===== src/hdl/s2cfg_cfg.svh =====
// Offsets, field positions, reset values and timing counts of the stage-two config bank
`ifndef S2CFG_CFG_SVH
`define S2CFG_CFG_SVH
// Register indices as printed; byte address is four times the index
`define S2CFG_IDX_SHIFT_DELAY 8'h28
`define S2CFG_IDX_CH1_CUR 8'h29
`define S2CFG_IDX_TOPOLOGY 8'h2A
`define S2CFG_IDX_CH2_CUR 8'h2B
`define S2CFG_IDX_TIMEOUT 8'h2C
`define S2CFG_IDX_COEF 8'h2D
`define S2CFG_IDX_MIN_PERIOD 8'h2E
// Field positions
`define S2CFG_SHIFT_MSB 7
`define S2CFG_SHIFT_LSB 4
`define S2CFG_DLY_MSB 3
`define S2CFG_DLY_LSB 1
`define S2CFG_TOPBIT 0
`define S2CFG_TO_MSB 7
`define S2CFG_TO_LSB 6
// Reset values
`define S2CFG_RST_BYTE 8'h00
// Timing: delay step 50 ns, period step four of those, clock 50 ns
`define S2CFG_CLK_NS 50
`define S2CFG_STEP_NS 50
`define S2CFG_STEP_CYC ((`S2CFG_STEP_NS + `S2CFG_CLK_NS - 1) / `S2CFG_CLK_NS)
`define S2CFG_PERIOD_MULT 4
// Time-out limits in microseconds, codes 00 to 11
`define S2CFG_TO0_US 45000
`define S2CFG_TO1_US 70600
`define S2CFG_TO2_US 96200
`define S2CFG_TO3_US 121800
`define S2CFG_US_CYC(us) (((us) * 1000) / `S2CFG_CLK_NS)
`endif


===== src/hdl/s2cfg_pkg.sv =====
// Types of the stage-two config bank
package s2cfg_pkg;
    typedef enum logic [1:0] {TOPO_BUCK, TOPO_TAP_UNITY, TOPO_TAP_N} s2cfg_topo_t;
    typedef struct packed {
        logic [8:0] ch1_target;
        logic [8:0] ch2_target;
        logic [3:0] tap_ratio;
        logic [7:0] coef_limit;
    } s2cfg_settings_t;
endpackage


===== src/hdl/s2cfg_regs.sv =====
// Stage-two current configuration registers with AXI4-Lite slave and timing helpers
// Behaviour
// - Peak threshold is the 24-bit integrator shifted right by shift count, low 10 bits.
// - Channel 1 falling detect delayed by field times 50 ns after aux falls.
// - Channel 1 target is 9 bits: top bit in shift register bit 0, low byte.
// - Channel 2 target is 9 bits: top bit in topology register bit 0, low byte.
// - Topology 0 normal buck, 1 tapped unity as buck, 2-15 tapped ratio N.
// - Channel 1 rising detect delayed by rise field times 50 ns, values 0-7.
// - Coefficient register gives unsigned maximum integrator coefficient 0 to 255.
// - Minimum switching period equals setting times 4 times 50 ns.
`include "s2cfg_cfg.svh"
module s2cfg_regs #(
    parameter int unsigned TO0_CYC = `S2CFG_US_CYC(`S2CFG_TO0_US),
    parameter int unsigned TO1_CYC = `S2CFG_US_CYC(`S2CFG_TO1_US),
    parameter int unsigned TO2_CYC = `S2CFG_US_CYC(`S2CFG_TO2_US),
    parameter int unsigned TO3_CYC = `S2CFG_US_CYC(`S2CFG_TO3_US)
) (
    // Clock and reset
    input wire logic CORE_CLK,
    input wire logic RST_B,
    // AXI4-Lite write address
    input wire logic [9:0] S_AXI_AWADDR,
    input wire logic S_AXI_AWVALID,
    output logic S_AXI_AWREADY,
    // AXI4-Lite write data
    input wire logic [31:0] S_AXI_WDATA,
    input wire logic [3:0] S_AXI_WSTRB,
    input wire logic S_AXI_WVALID,
    output logic S_AXI_WREADY,
    // AXI4-Lite write response
    output logic [1:0] S_AXI_BRESP,
    output logic S_AXI_BVALID,
    input wire logic S_AXI_BREADY,
    // AXI4-Lite read address
    input wire logic [9:0] S_AXI_ARADDR,
    input wire logic S_AXI_ARVALID,
    output logic S_AXI_ARREADY,
    // AXI4-Lite read data
    output logic [31:0] S_AXI_RDATA,
    output logic [1:0] S_AXI_RRESP,
    output logic S_AXI_RVALID,
    input wire logic S_AXI_RREADY,
    // Integrator and peak threshold
    input wire logic [23:0] INTEGRATOR_VALUE,
    output logic [9:0] PEAK_THRESHOLD,
    // Zero-current detection, channel 1
    input wire logic CH1_CYCLE,
    input wire logic ZCD_FALL_RAW,
    input wire logic ZCD_RISE_RAW,
    output logic ZCD_FALL_DELAYED,
    output logic ZCD_RISE_DELAYED,
    // Switching period supervision
    input wire logic SWITCH_START,
    output logic PERIOD_ALLOWED,
    output logic TIMEOUT_EXPIRED,
    // Settings to the stage logic
    output s2cfg_pkg::s2cfg_settings_t SETTINGS,
    output s2cfg_pkg::s2cfg_topo_t TOPOLOGY
);

    ////////////////////////////////////////////////////////////////////////
    // Register storage
    logic [7:0] regs_q [0:6];
    logic aw_full_q, w_full_q;
    logic [9:0] aw_addr_q;
    logic [31:0] w_data_q;
    logic [3:0] w_strb_q;

    function automatic logic [3:0] decode(input logic [9:0] addr);
        logic [7:0] idx;
        idx = addr[9:2];
        if (addr[1:0] != 2'h0) begin
            decode = 4'hF;
        end else if (idx >= `S2CFG_IDX_SHIFT_DELAY && idx <= `S2CFG_IDX_MIN_PERIOD) begin
            decode = 4'(idx - `S2CFG_IDX_SHIFT_DELAY);
        end else begin
            decode = 4'hF;
        end
    endfunction

    function automatic logic [5:0] step_len(input logic [2:0] dly_field);
        step_len = 6'(dly_field * `S2CFG_STEP_CYC);
    endfunction

    ////////////////////////////////////////////////////////////////////////
    // Write channel: address and data taken in either order
    assign S_AXI_AWREADY = !aw_full_q && !S_AXI_BVALID;
    assign S_AXI_WREADY = !w_full_q && !S_AXI_BVALID;

    always_ff @(posedge CORE_CLK or negedge RST_B) begin
        if (!RST_B) begin
            aw_full_q <= 1'b0;
            aw_addr_q <= 10'h000;
        end else if (S_AXI_AWVALID && S_AXI_AWREADY) begin
            aw_full_q <= 1'b1;
            aw_addr_q <= S_AXI_AWADDR;
        end else if (aw_full_q && w_full_q) begin
            aw_full_q <= 1'b0;
        end
    end

    always_ff @(posedge CORE_CLK or negedge RST_B) begin
        if (!RST_B) begin
            w_full_q <= 1'b0;
            w_data_q <= 32'h00000000;
            w_strb_q <= 4'h0;
        end else if (S_AXI_WVALID && S_AXI_WREADY) begin
            w_full_q <= 1'b1;
            w_data_q <= S_AXI_WDATA;
            w_strb_q <= S_AXI_WSTRB;
        end else if (aw_full_q && w_full_q) begin
            w_full_q <= 1'b0;
        end
    end

    logic [3:0] wr_idx;
    assign wr_idx = decode(aw_addr_q);

    always_ff @(posedge CORE_CLK or negedge RST_B) begin
        if (!RST_B) begin
            for (int i = 0; i < 7; i++) begin
                regs_q[i] <= `S2CFG_RST_BYTE;
            end
        end else if (aw_full_q && w_full_q && wr_idx != 4'hF && w_strb_q[0]) begin
            regs_q[wr_idx[2:0]] <= w_data_q[7:0];
        end
    end

    always_ff @(posedge CORE_CLK or negedge RST_B) begin
        if (!RST_B) begin
            S_AXI_BVALID <= 1'b0;
        end else if (aw_full_q && w_full_q) begin
            S_AXI_BVALID <= 1'b1;
        end else if (S_AXI_BREADY) begin
            S_AXI_BVALID <= 1'b0;
        end
    end

    always_ff @(posedge CORE_CLK or negedge RST_B) begin
        if (!RST_B) begin
            S_AXI_BRESP <= 2'h0;
        end else if (aw_full_q && w_full_q) begin
            S_AXI_BRESP <= (wr_idx == 4'hF) ? 2'h2 : 2'h0;
        end
    end

    ////////////////////////////////////////////////////////////////////////
    // Read channel
    assign S_AXI_ARREADY = !S_AXI_RVALID;
    logic [3:0] rd_idx;
    assign rd_idx = decode(S_AXI_ARADDR);

    always_ff @(posedge CORE_CLK or negedge RST_B) begin
        if (!RST_B) begin
            S_AXI_RVALID <= 1'b0;
        end else if (S_AXI_ARVALID && S_AXI_ARREADY) begin
            S_AXI_RVALID <= 1'b1;
        end else if (S_AXI_RREADY) begin
            S_AXI_RVALID <= 1'b0;
        end
    end

    always_ff @(posedge CORE_CLK or negedge RST_B) begin
        if (!RST_B) begin
            S_AXI_RDATA <= 32'h00000000;
            S_AXI_RRESP <= 2'h0;
        end else if (S_AXI_ARVALID && S_AXI_ARREADY) begin
            if (rd_idx == 4'hF) begin
                S_AXI_RDATA <= 32'h00000000;
                S_AXI_RRESP <= 2'h2;
            end else if (rd_idx == 4'h4) begin
                S_AXI_RDATA <= {24'h000000, regs_q[4][7:6], TIMEOUT_EXPIRED, 5'h00};
                S_AXI_RRESP <= 2'h0;
            end else begin
                S_AXI_RDATA <= {24'h000000, regs_q[rd_idx[2:0]]};
                S_AXI_RRESP <= 2'h0;
            end
        end
    end

    ////////////////////////////////////////////////////////////////////////
    // Field decode
    logic [3:0] shift_cnt;
    logic [2:0] fall_dly, rise_dly;
    logic [3:0] tap;
    logic [1:0] to_code;
    assign shift_cnt = regs_q[0][`S2CFG_SHIFT_MSB:`S2CFG_SHIFT_LSB];
    assign fall_dly = regs_q[0][`S2CFG_DLY_MSB:`S2CFG_DLY_LSB];
    assign tap = regs_q[2][`S2CFG_SHIFT_MSB:`S2CFG_SHIFT_LSB];
    assign rise_dly = regs_q[2][`S2CFG_DLY_MSB:`S2CFG_DLY_LSB];
    assign to_code = regs_q[4][`S2CFG_TO_MSB:`S2CFG_TO_LSB];

    always_ff @(posedge CORE_CLK or negedge RST_B) begin
        if (!RST_B) begin
            SETTINGS <= '0;
        end else begin
            SETTINGS.ch1_target <= {regs_q[0][`S2CFG_TOPBIT], regs_q[1]};
            SETTINGS.ch2_target <= {regs_q[2][`S2CFG_TOPBIT], regs_q[3]};
            SETTINGS.tap_ratio <= tap;
            SETTINGS.coef_limit <= regs_q[5];
        end
    end

    always_ff @(posedge CORE_CLK or negedge RST_B) begin
        if (!RST_B) begin
            TOPOLOGY <= s2cfg_pkg::TOPO_BUCK;
        end else begin
            case (tap)
                4'h0: TOPOLOGY <= s2cfg_pkg::TOPO_BUCK;
                4'h1: TOPOLOGY <= s2cfg_pkg::TOPO_TAP_UNITY;
                default: TOPOLOGY <= s2cfg_pkg::TOPO_TAP_N;
            endcase
        end
    end

    ////////////////////////////////////////////////////////////////////////
    // Peak threshold
    always_ff @(posedge CORE_CLK or negedge RST_B) begin
        if (!RST_B) begin
            PEAK_THRESHOLD <= 10'h000;
        end else begin
            PEAK_THRESHOLD <= 10'(INTEGRATOR_VALUE >> shift_cnt);
        end
    end

    ////////////////////////////////////////////////////////////////////////
    // Zero-current detection delays, one step per delay unit
    logic [5:0] fall_cnt_q, rise_cnt_q;
    logic fall_busy_q, rise_busy_q;
    logic [5:0] fall_len, rise_len;
    logic fall_prev_q, rise_prev_q;
    logic fall_edge, rise_edge;
    assign fall_len = step_len(fall_dly);
    assign rise_len = step_len(rise_dly);
    // One event per crossing, so a held level cannot retrigger
    assign fall_edge = ZCD_FALL_RAW && !fall_prev_q;
    assign rise_edge = ZCD_RISE_RAW && !rise_prev_q;

    always_ff @(posedge CORE_CLK or negedge RST_B) begin
        if (!RST_B) begin
            fall_prev_q <= 1'b0;
            rise_prev_q <= 1'b0;
        end else begin
            fall_prev_q <= ZCD_FALL_RAW;
            rise_prev_q <= ZCD_RISE_RAW;
        end
    end

    always_ff @(posedge CORE_CLK or negedge RST_B) begin
        if (!RST_B) begin
            fall_busy_q <= 1'b0;
            fall_cnt_q <= 6'h00;
            ZCD_FALL_DELAYED <= 1'b0;
        end else if (fall_edge && CH1_CYCLE && !fall_busy_q) begin
            fall_busy_q <= (fall_len != 6'h00);
            fall_cnt_q <= fall_len;
            ZCD_FALL_DELAYED <= (fall_len == 6'h00);
        end else if (fall_busy_q && fall_cnt_q == 6'h01) begin
            fall_busy_q <= 1'b0;
            fall_cnt_q <= 6'h00;
            ZCD_FALL_DELAYED <= 1'b1;
        end else begin
            fall_cnt_q <= fall_busy_q ? fall_cnt_q - 6'h01 : 6'h00;
            ZCD_FALL_DELAYED <= 1'b0;
        end
    end

    always_ff @(posedge CORE_CLK or negedge RST_B) begin
        if (!RST_B) begin
            rise_busy_q <= 1'b0;
            rise_cnt_q <= 6'h00;
            ZCD_RISE_DELAYED <= 1'b0;
        end else if (rise_edge && CH1_CYCLE && !rise_busy_q) begin
            rise_busy_q <= (rise_len != 6'h00);
            rise_cnt_q <= rise_len;
            ZCD_RISE_DELAYED <= (rise_len == 6'h00);
        end else if (rise_busy_q && rise_cnt_q == 6'h01) begin
            rise_busy_q <= 1'b0;
            rise_cnt_q <= 6'h00;
            ZCD_RISE_DELAYED <= 1'b1;
        end else begin
            rise_cnt_q <= rise_busy_q ? rise_cnt_q - 6'h01 : 6'h00;
            ZCD_RISE_DELAYED <= 1'b0;
        end
    end

    ////////////////////////////////////////////////////////////////////////
    // Minimum period and time-out
    logic [11:0] per_cnt_q, per_cnt_d;
    logic [21:0] to_cnt_q;
    logic [11:0] min_per;
    logic [21:0] to_lim;
    assign min_per = 12'(regs_q[6] * `S2CFG_PERIOD_MULT * `S2CFG_STEP_CYC);

    always_comb begin
        case (to_code)
            2'h0: to_lim = 22'(TO0_CYC);
            2'h1: to_lim = 22'(TO1_CYC);
            2'h2: to_lim = 22'(TO2_CYC);
            default: to_lim = 22'(TO3_CYC);
        endcase
    end

    always_comb begin
        if (SWITCH_START) begin
            per_cnt_d = 12'h001;
        end else if (per_cnt_q != 12'hFFF) begin
            per_cnt_d = per_cnt_q + 12'h001;
        end else begin
            per_cnt_d = per_cnt_q;
        end
    end

    always_ff @(posedge CORE_CLK or negedge RST_B) begin
        if (!RST_B) begin
            per_cnt_q <= 12'h000;
        end else begin
            per_cnt_q <= per_cnt_d;
        end
    end

    always_ff @(posedge CORE_CLK or negedge RST_B) begin
        if (!RST_B) begin
            PERIOD_ALLOWED <= 1'b1;
        end else begin
            PERIOD_ALLOWED <= (per_cnt_d >= min_per);
        end
    end

    always_ff @(posedge CORE_CLK or negedge RST_B) begin
        if (!RST_B) begin
            to_cnt_q <= 22'h000000;
            TIMEOUT_EXPIRED <= 1'b0;
        end else if (SWITCH_START || to_cnt_q >= to_lim - 22'h000001) begin
            to_cnt_q <= 22'h000000;
            TIMEOUT_EXPIRED <= !SWITCH_START;
        end else begin
            to_cnt_q <= to_cnt_q + 22'h000001;
            TIMEOUT_EXPIRED <= 1'b0;
        end
    end

endmodule // s2cfg_regs


===== config.mk =====
export PLATFORM = sky130hd
export DESIGN_NAME = s2cfg_regs
export DESIGN_NICKNAME = d
export VERILOG_FILES = /design/src/hdl/s2cfg_pkg.sv /design/src/hdl/s2cfg_regs.sv
export VERILOG_INCLUDE_DIRS = /design/src /design/src/hdl
export SDC_FILE = /design/constraint.sdc
export NUM_CORES = 1
export LEC_CHECK = 0
export ABC_CLOCK_PERIOD_IN_PS = 6100
export BUFFER_PORTS_ARGS = -buffer_cell sky130_fd_sc_hd__buf_4
export CORE_ASPECT_RATIO = 1.2
export CORE_MARGIN = 2
export CORE_UTILIZATION = 60
export DETAILED_ROUTE_END_ITERATION = 10
export GPL_TIMING_DRIVEN = 0
export PLACE_DENSITY = 0.9
export SLEW_MARGIN = 10
export SYNTH_ARGS = -nofsm -noshare
export SYNTH_HDL_FRONTEND = slang
export SYNTH_SLANG_ARGS = --single-unit
export TNS_END_PERCENT = 100

===== constraint.sdc =====
create_clock -name CORE_CLK -period 6.1 [get_ports CORE_CLK]
set_clock_uncertainty 0.1 [all_clocks]
set_input_delay 0 -clock CORE_CLK [delete_from_list [all_inputs] [get_ports CORE_CLK]]
set_output_delay 0 -clock CORE_CLK [all_outputs]
set_load 0.02 [all_outputs]

Yosys cells after proc, flatten, opt, wreduce, memory -nomap -nowiden

Index checks and enable logic that the tools add are counted.

Output and inout port bits: 87
Word-level logic and storage cells: 148
Register bits: 211
Input port bits: 91

Bitwise gates (word level): 2
Magnitude comparators: 9
Add/sub/neg operators: 7
Muxes and demuxes: 41
Reduce and logical (&&, ||, !) cells: 43
Shift operators: 1
Equality and inequality tests: 10

Operators with widths:

| kind                                                                                 | count |
|---|---|
| 22-bit one-hot mux with 3 select lines                                               | 1 |
| 56-bit bitwise mux                                                                   | 1 |
| 8-bit two-way mux                                                                    | 5 |
| 6-bit two-way mux                                                                    | 6 |
| 8-bit binary-select mux with 3-bit select                                            | 1 |
| 8-bit demux with 3-bit select                                                        | 1 |
| 12-bit two-way mux                                                                   | 2 |
| 24-bit by 4-bit right shift with 10-bit output                                       | 1 |
| 22-bit by 1-bit adder with 22-bit output (second input constant)                     | 1 |
| 22-bit greater-or-equal comparator                                                   | 1 |
| 22-bit two-way mux                                                                   | 1 |
| 22-bit by 1-bit subtractor with 22-bit output (second input constant)                | 1 |
| 1-bit logical AND                                                                    | 19 |
| 8-bit by 6-bit greater-or-equal comparator with 1-bit output (second input constant) | 2 |
| 8-bit by 6-bit less-or-equal comparator with 1-bit output (second input constant)    | 2 |
| 1-bit two-way mux                                                                    | 16 |
| 4-bit two-way mux                                                                    | 4 |
| 2-bit nonzero test                                                                   | 8 |
| 12-bit by 1-bit adder with 12-bit output (second input constant)                     | 1 |
| 6-bit by 1-bit equality test with 1-bit output (second input constant)               | 2 |
| 12-bit by 10-bit greater-or-equal comparator with 1-bit output                       | 1 |
| 6-bit zero test                                                                      | 2 |
| 12-bit inequality test (second input constant)                                       | 1 |
| 6-bit nonzero test                                                                   | 2 |
| other kinds (17)                                                                     | 31 |

Depth between registers and ports, before layout

Word-level depth: 10
Depth in mapped cells: 11
Depth with buffers taken out: 10

Worst setup path before layout

Ideal clock, no wire load.

Kind: register -> register
Start: register per_cnt_q[0]
End: register PERIOD_ALLOWED
Cell stages (with the launch flop): 12
Period minus slack after synthesis: 2.855 ns
Setup slack: 3.245 ns
Library setup time: 0.082 ns
Buffers on the path: 1
Arrival: 2.673 ns
Required time: 5.918 ns
Cell sequence: dfrtp_1 > ha_1 > and3_1 > clkbuf_1 > nand3_1 > and3_1 > or3_1 > ha_1 > and3b_1 > o31ai_1 > a21oi_1 > a211o_1

Longest elaborated chain between the ends: 4

RTL lines:

| item                                                                               | RTL line                             | source |
|---|---|---|
| from (decl)                                                                        | s2cfg_regs.sv:289                    | `logic [11:0] per_cnt_q, per_cnt_d;` |
| from (signal assigned)                                                             | s2cfg_regs.sv:318                    | `per_cnt_q <= per_cnt_d;` |
| 12-bit by 1-bit adder with 12-bit output or 12-bit inequality test (tied branches) | s2cfg_regs.sv:308, s2cfg_regs.sv:307 |  |
| 12-bit two-way mux (*)                                                             | s2cfg_regs.sv:307                    | `end else if (per_cnt_q != 12'hFFF) begin` |
| 12-bit two-way mux (*)                                                             | s2cfg_regs.sv:305                    | `if (SWITCH_START) begin` |
| 12-bit by 10-bit greater-or-equal comparator with 1-bit output (*)                 | s2cfg_regs.sv:326                    | `PERIOD_ALLOWED <= (per_cnt_d >= min_per);` |
| to (signal assigned)                                                               | s2cfg_regs.sv:326                    |  |
| to (decl)                                                                          | s2cfg_regs.sv:54                     | `output logic PERIOD_ALLOWED,` |

Mark *: on every way between the ends. The rest lies on a longest branch, timed or not.
A chain may end at the register's enable or synchronous reset.

Final worst setup path

Same ends and word-level chain as after synthesis.

==> reports/metrics.yaml <==
critical_path:
  cp.required_ps: 6360
  endpoint_kind: "register"
  slowest_stage: "dfrtp_1"
  crit_chain: "ha_1 > and3_1 > clkbuf_1 > nand3_1 > and3_1 > or3_1 > ha_1 > and3b_1 > o31ai_1 > a21oi_1 > a211o_1"
  rrSetupSlack_ps: 2750
  arrival_ps: 3610
  path_class: "reg -> reg"
  startpoint_type: "register"
  max_stage_delay_ps: 430
  critPathMaxFanout: 7
layout:
  diodes: 0
  multi_input_area_sq_um: 3960
  syn_to_final_growth_pct: 24.7
  instances_no_fill: 1106
  regArea_sq_um: 4480
  final_util_pct: 76.6
  fin_nets: 1035
  drive_gt1_share_pct: 32.9
  nFillCells: 851
  fin_area_sq_um: 11000
detailed_routing:
  vias_per_cell: 6.02
  drt_iter0_markers: 521
  first_pass_iters: 5
  wire_per_inst_um: 20.1
  postRouteAntennaNets: 0
  vias: 6659
  drcViolationCount: 0
  wl_mm: 22.2
placement:
  hpwl_mm: 14.3
  pre_cts_ws_ps: 2830
  port_buffers: 122
  place_congestion: 0.895
  place_inst: 1039
  dpl_cell_area_sq_um: 10100
yosys:
  synth_ff_type: "dfrtp_1"
  synth.avg_cell_area_sq_um: 12.3
  async_reset_ff_share_pct: 100
  syn_area_sq_um: 8810
  synth_seq_cells: 179
  yosysWarnings: 0
  seq_area_frac_synth_pct: 50.8
  netlist_instances: 716
  synth-edff-count: 0
  synth_cell_type_count: 61
power:
  p_int_mw: 2.15
  swShare_pct: 31.5
  power.density_nw_per_um2: 286
  total_power_mw: 3.15
  peakVddDrop_mv: 0.175
  p_comb_share_pct: 20.3
  p_leak_nw: 5.14
  p_switching_mw: 0.992
  clockPowerShare_pct: 33.4
  p_seq_share_pct: 46.3
grt:
  grt_pass1_vias: 6872
  grt_overflow: 0
  antenna_found_initial: 0
  track_usage_pct: 29.7
  grt_max_degree: 93
  grt_first_pass_wirelength_mm: 35.5
floorplanning:
  die_x_um: 115
  fp.dieH_um: 137
  fp.coreArea_sq_um: 14400
  start_util_pct: 61.4
  rows: 48
  ioPinCount: 178
  die-area_sq_um: 15700
timing:
  tightest_slew_ps: 839
  fmax_mhz: 298
  setup_viol: 0
  hold_viol: 0
  fin_tns_setup_ps: 0
  grt_setup_unrepaired: "no"
  fin_hold_ws_ps: 23.1
  max_slew_margin_pct: 43.3
  setup_slack_ps: 2750
  finalCriticalPeriod_ps: 3350
  drv_slew: 0
  fin_crit_sh_pct: 54.9
clocking:
  postCtsSetupBuffers: 0
  clock-sinks: 179
  cts_buffer_depth: 2
  cts_resized: 0
  cts_tree: "yes"
  holdBufCountCts: 35
  numCtsBuffers: 17
  h-tree-depth: 4
  root_buffer: "clkbuf_16"
  path_clk_slew_ps: 70
  clk_latency_ps: 440
outcome:
  status: "complete, no violations"
min_path:
  hold_class: "in -> reg"
job:
  cap_violations: 0
cells in the mapped netlist (6+ instances only):
cell type  number  area [sq um]
a21oi_1        14          70.1
buf_2           7          35.0
xor2_1          9          78.8
nand4_1         8          50.1
o21ai_0        32           160
mux2i_1        17           170
mux2_2         75           845
nor2_1         26          97.6
a211oi_1       17           128
or3_1          13          81.3
mux4_2         27           608
dfrtp_1       178          4450
nor3_1         22           110
nand3b_1        6          45.0
buf_4          27           203
and4_1          6          52.6
xnor2_1        16           140
ha_1           26           325
nand2_1        31           116
clkbuf_1       21          78.8
a21o_1          7          52.6
nand3_1        15          75.1
inv_1          33           124
sequential cells by signal (all words and copies together) (netlist names), 3 cells and up:
name / cells
PEAK_THRESHOLD: 10
per_cnt_q: 12
rise_cnt_q: 6
to_cnt_q: 22
fall_cnt_q: 6
w_data_q: 8
S_AXI_RDATA: 8
fall_dly: 3
aw_addr_q: 10
SETTINGS: 30
regs_q: 47
logic make-up (layout without fill, tap and decap cells):
kind of cell             count (synthesis)  after routing  synth area share (%)
XOR/XNOR                                25             25                  2.48
AND/OR/NAND/NOR                        164            164                  10.9
flip-flops                             179            179                  50.8
adder cells (fa/ha/maj)                 26             26                  3.69
buffers and inverters                   94            284                  5.34
AO/OA/AOI/OAI                          108            108                  8.28
other                                    1             26                0.0425
multiplexers                           119            119                  18.4
final cells by class:
class	count	area share (%)
Buffer	61	3.15
Clock buffer	17	3.87
Clock inverter	15	1.24
Inverter	33	1.13
Multi-Input combinational cell	468	36.0
Sequential cell	179	40.8
Tap cell	175	1.99
Timing Repair Buffer	158	11.8
critical path: cells and delay by family, from the launching register on:
family	cells	cell delay (ps)
flip-flops	1	430
AO/OA/AOI/OAI	3	610
AND/OR/NAND/NOR	5	1320
buffers and inverters	1	270
adder cells (fa/ha/maj)	2	530
path summary, 6_finish.rpt:
kind | endpoint | from | depth (start not counted)
max | PERIOD_ALLOWED$_DFF_PN1_ | per_cnt_q[0]$_DFF_PN0_ | 11
min | PEAK_THRESHOLD[6]$_DFF_PN0_ | INTEGRATOR_VALUE[19] | 4
max reg2reg | PERIOD_ALLOWED$_DFF_PN1_ | per_cnt_q[0]$_DFF_PN0_ | 11
min reg2reg | SETTINGS[6]$_DFF_PN0_ | regs_q[14]$_DFFE_PN0P_ | 0
max in group asynchronous | SETTINGS[16]$_DFF_PN0_ | RST_B | 3
min in group asynchronous | rise_cnt_q[4]$_DFF_PN0_ | RST_B | 2
per-layer routing:
| layer | global-route usage, % | routed length [um] | part of all wire (%) | up-vias |
|---|---|---|---|---|
| li1 | - | - | - | 2983 |
| met1 | 35.5 | 8290 | 37 | 3297 |
| met2 | 50.8 | 11500 | 52 | 295 |
| met3 | 5.85 | 1380 | 6.2 | 84 |
| met4 | 15.9 | 989 | 4.5 | 0 |
| met5 | 0 | 0 | 0 | - |
power by group through the flow:
stage	clock network [mW]	logic [mW]	registers, mW
3_3_place_gp	0	0.558	1.46
5_1_grt	1.11	0.689	1.47
2_1_floorplan	0	0.382	1.44
6_report	1.05	0.638	1.46
4_1_cts	1.06	0.620	1.45
3_5_place_dp	0	0.583	1.47
cell usage in the layout (no fill, tap or decap), types with 7 or more instances in the layout:
cell type and n:
a21o_1 7, a21oi_1 14, clkbuf_1 21, xor2_1 9, mux4_2 27, conb_1 26
nor3_1 22, or3_1 13, o21ai_0 32, dlygate4sd3_1 35, nor2_1 26, buf_4 148
nand3_1 15, nand2_1 31, buf_2 7, nand4_1 8, ha_1 26, mux2_2 75
dfrtp_1 178, a211oi_1 17, mux2i_1 17, xnor2_1 16, clkbuf_16 17, inv_1 33
No activity file was read; power rests on OpenSTA's default activity.
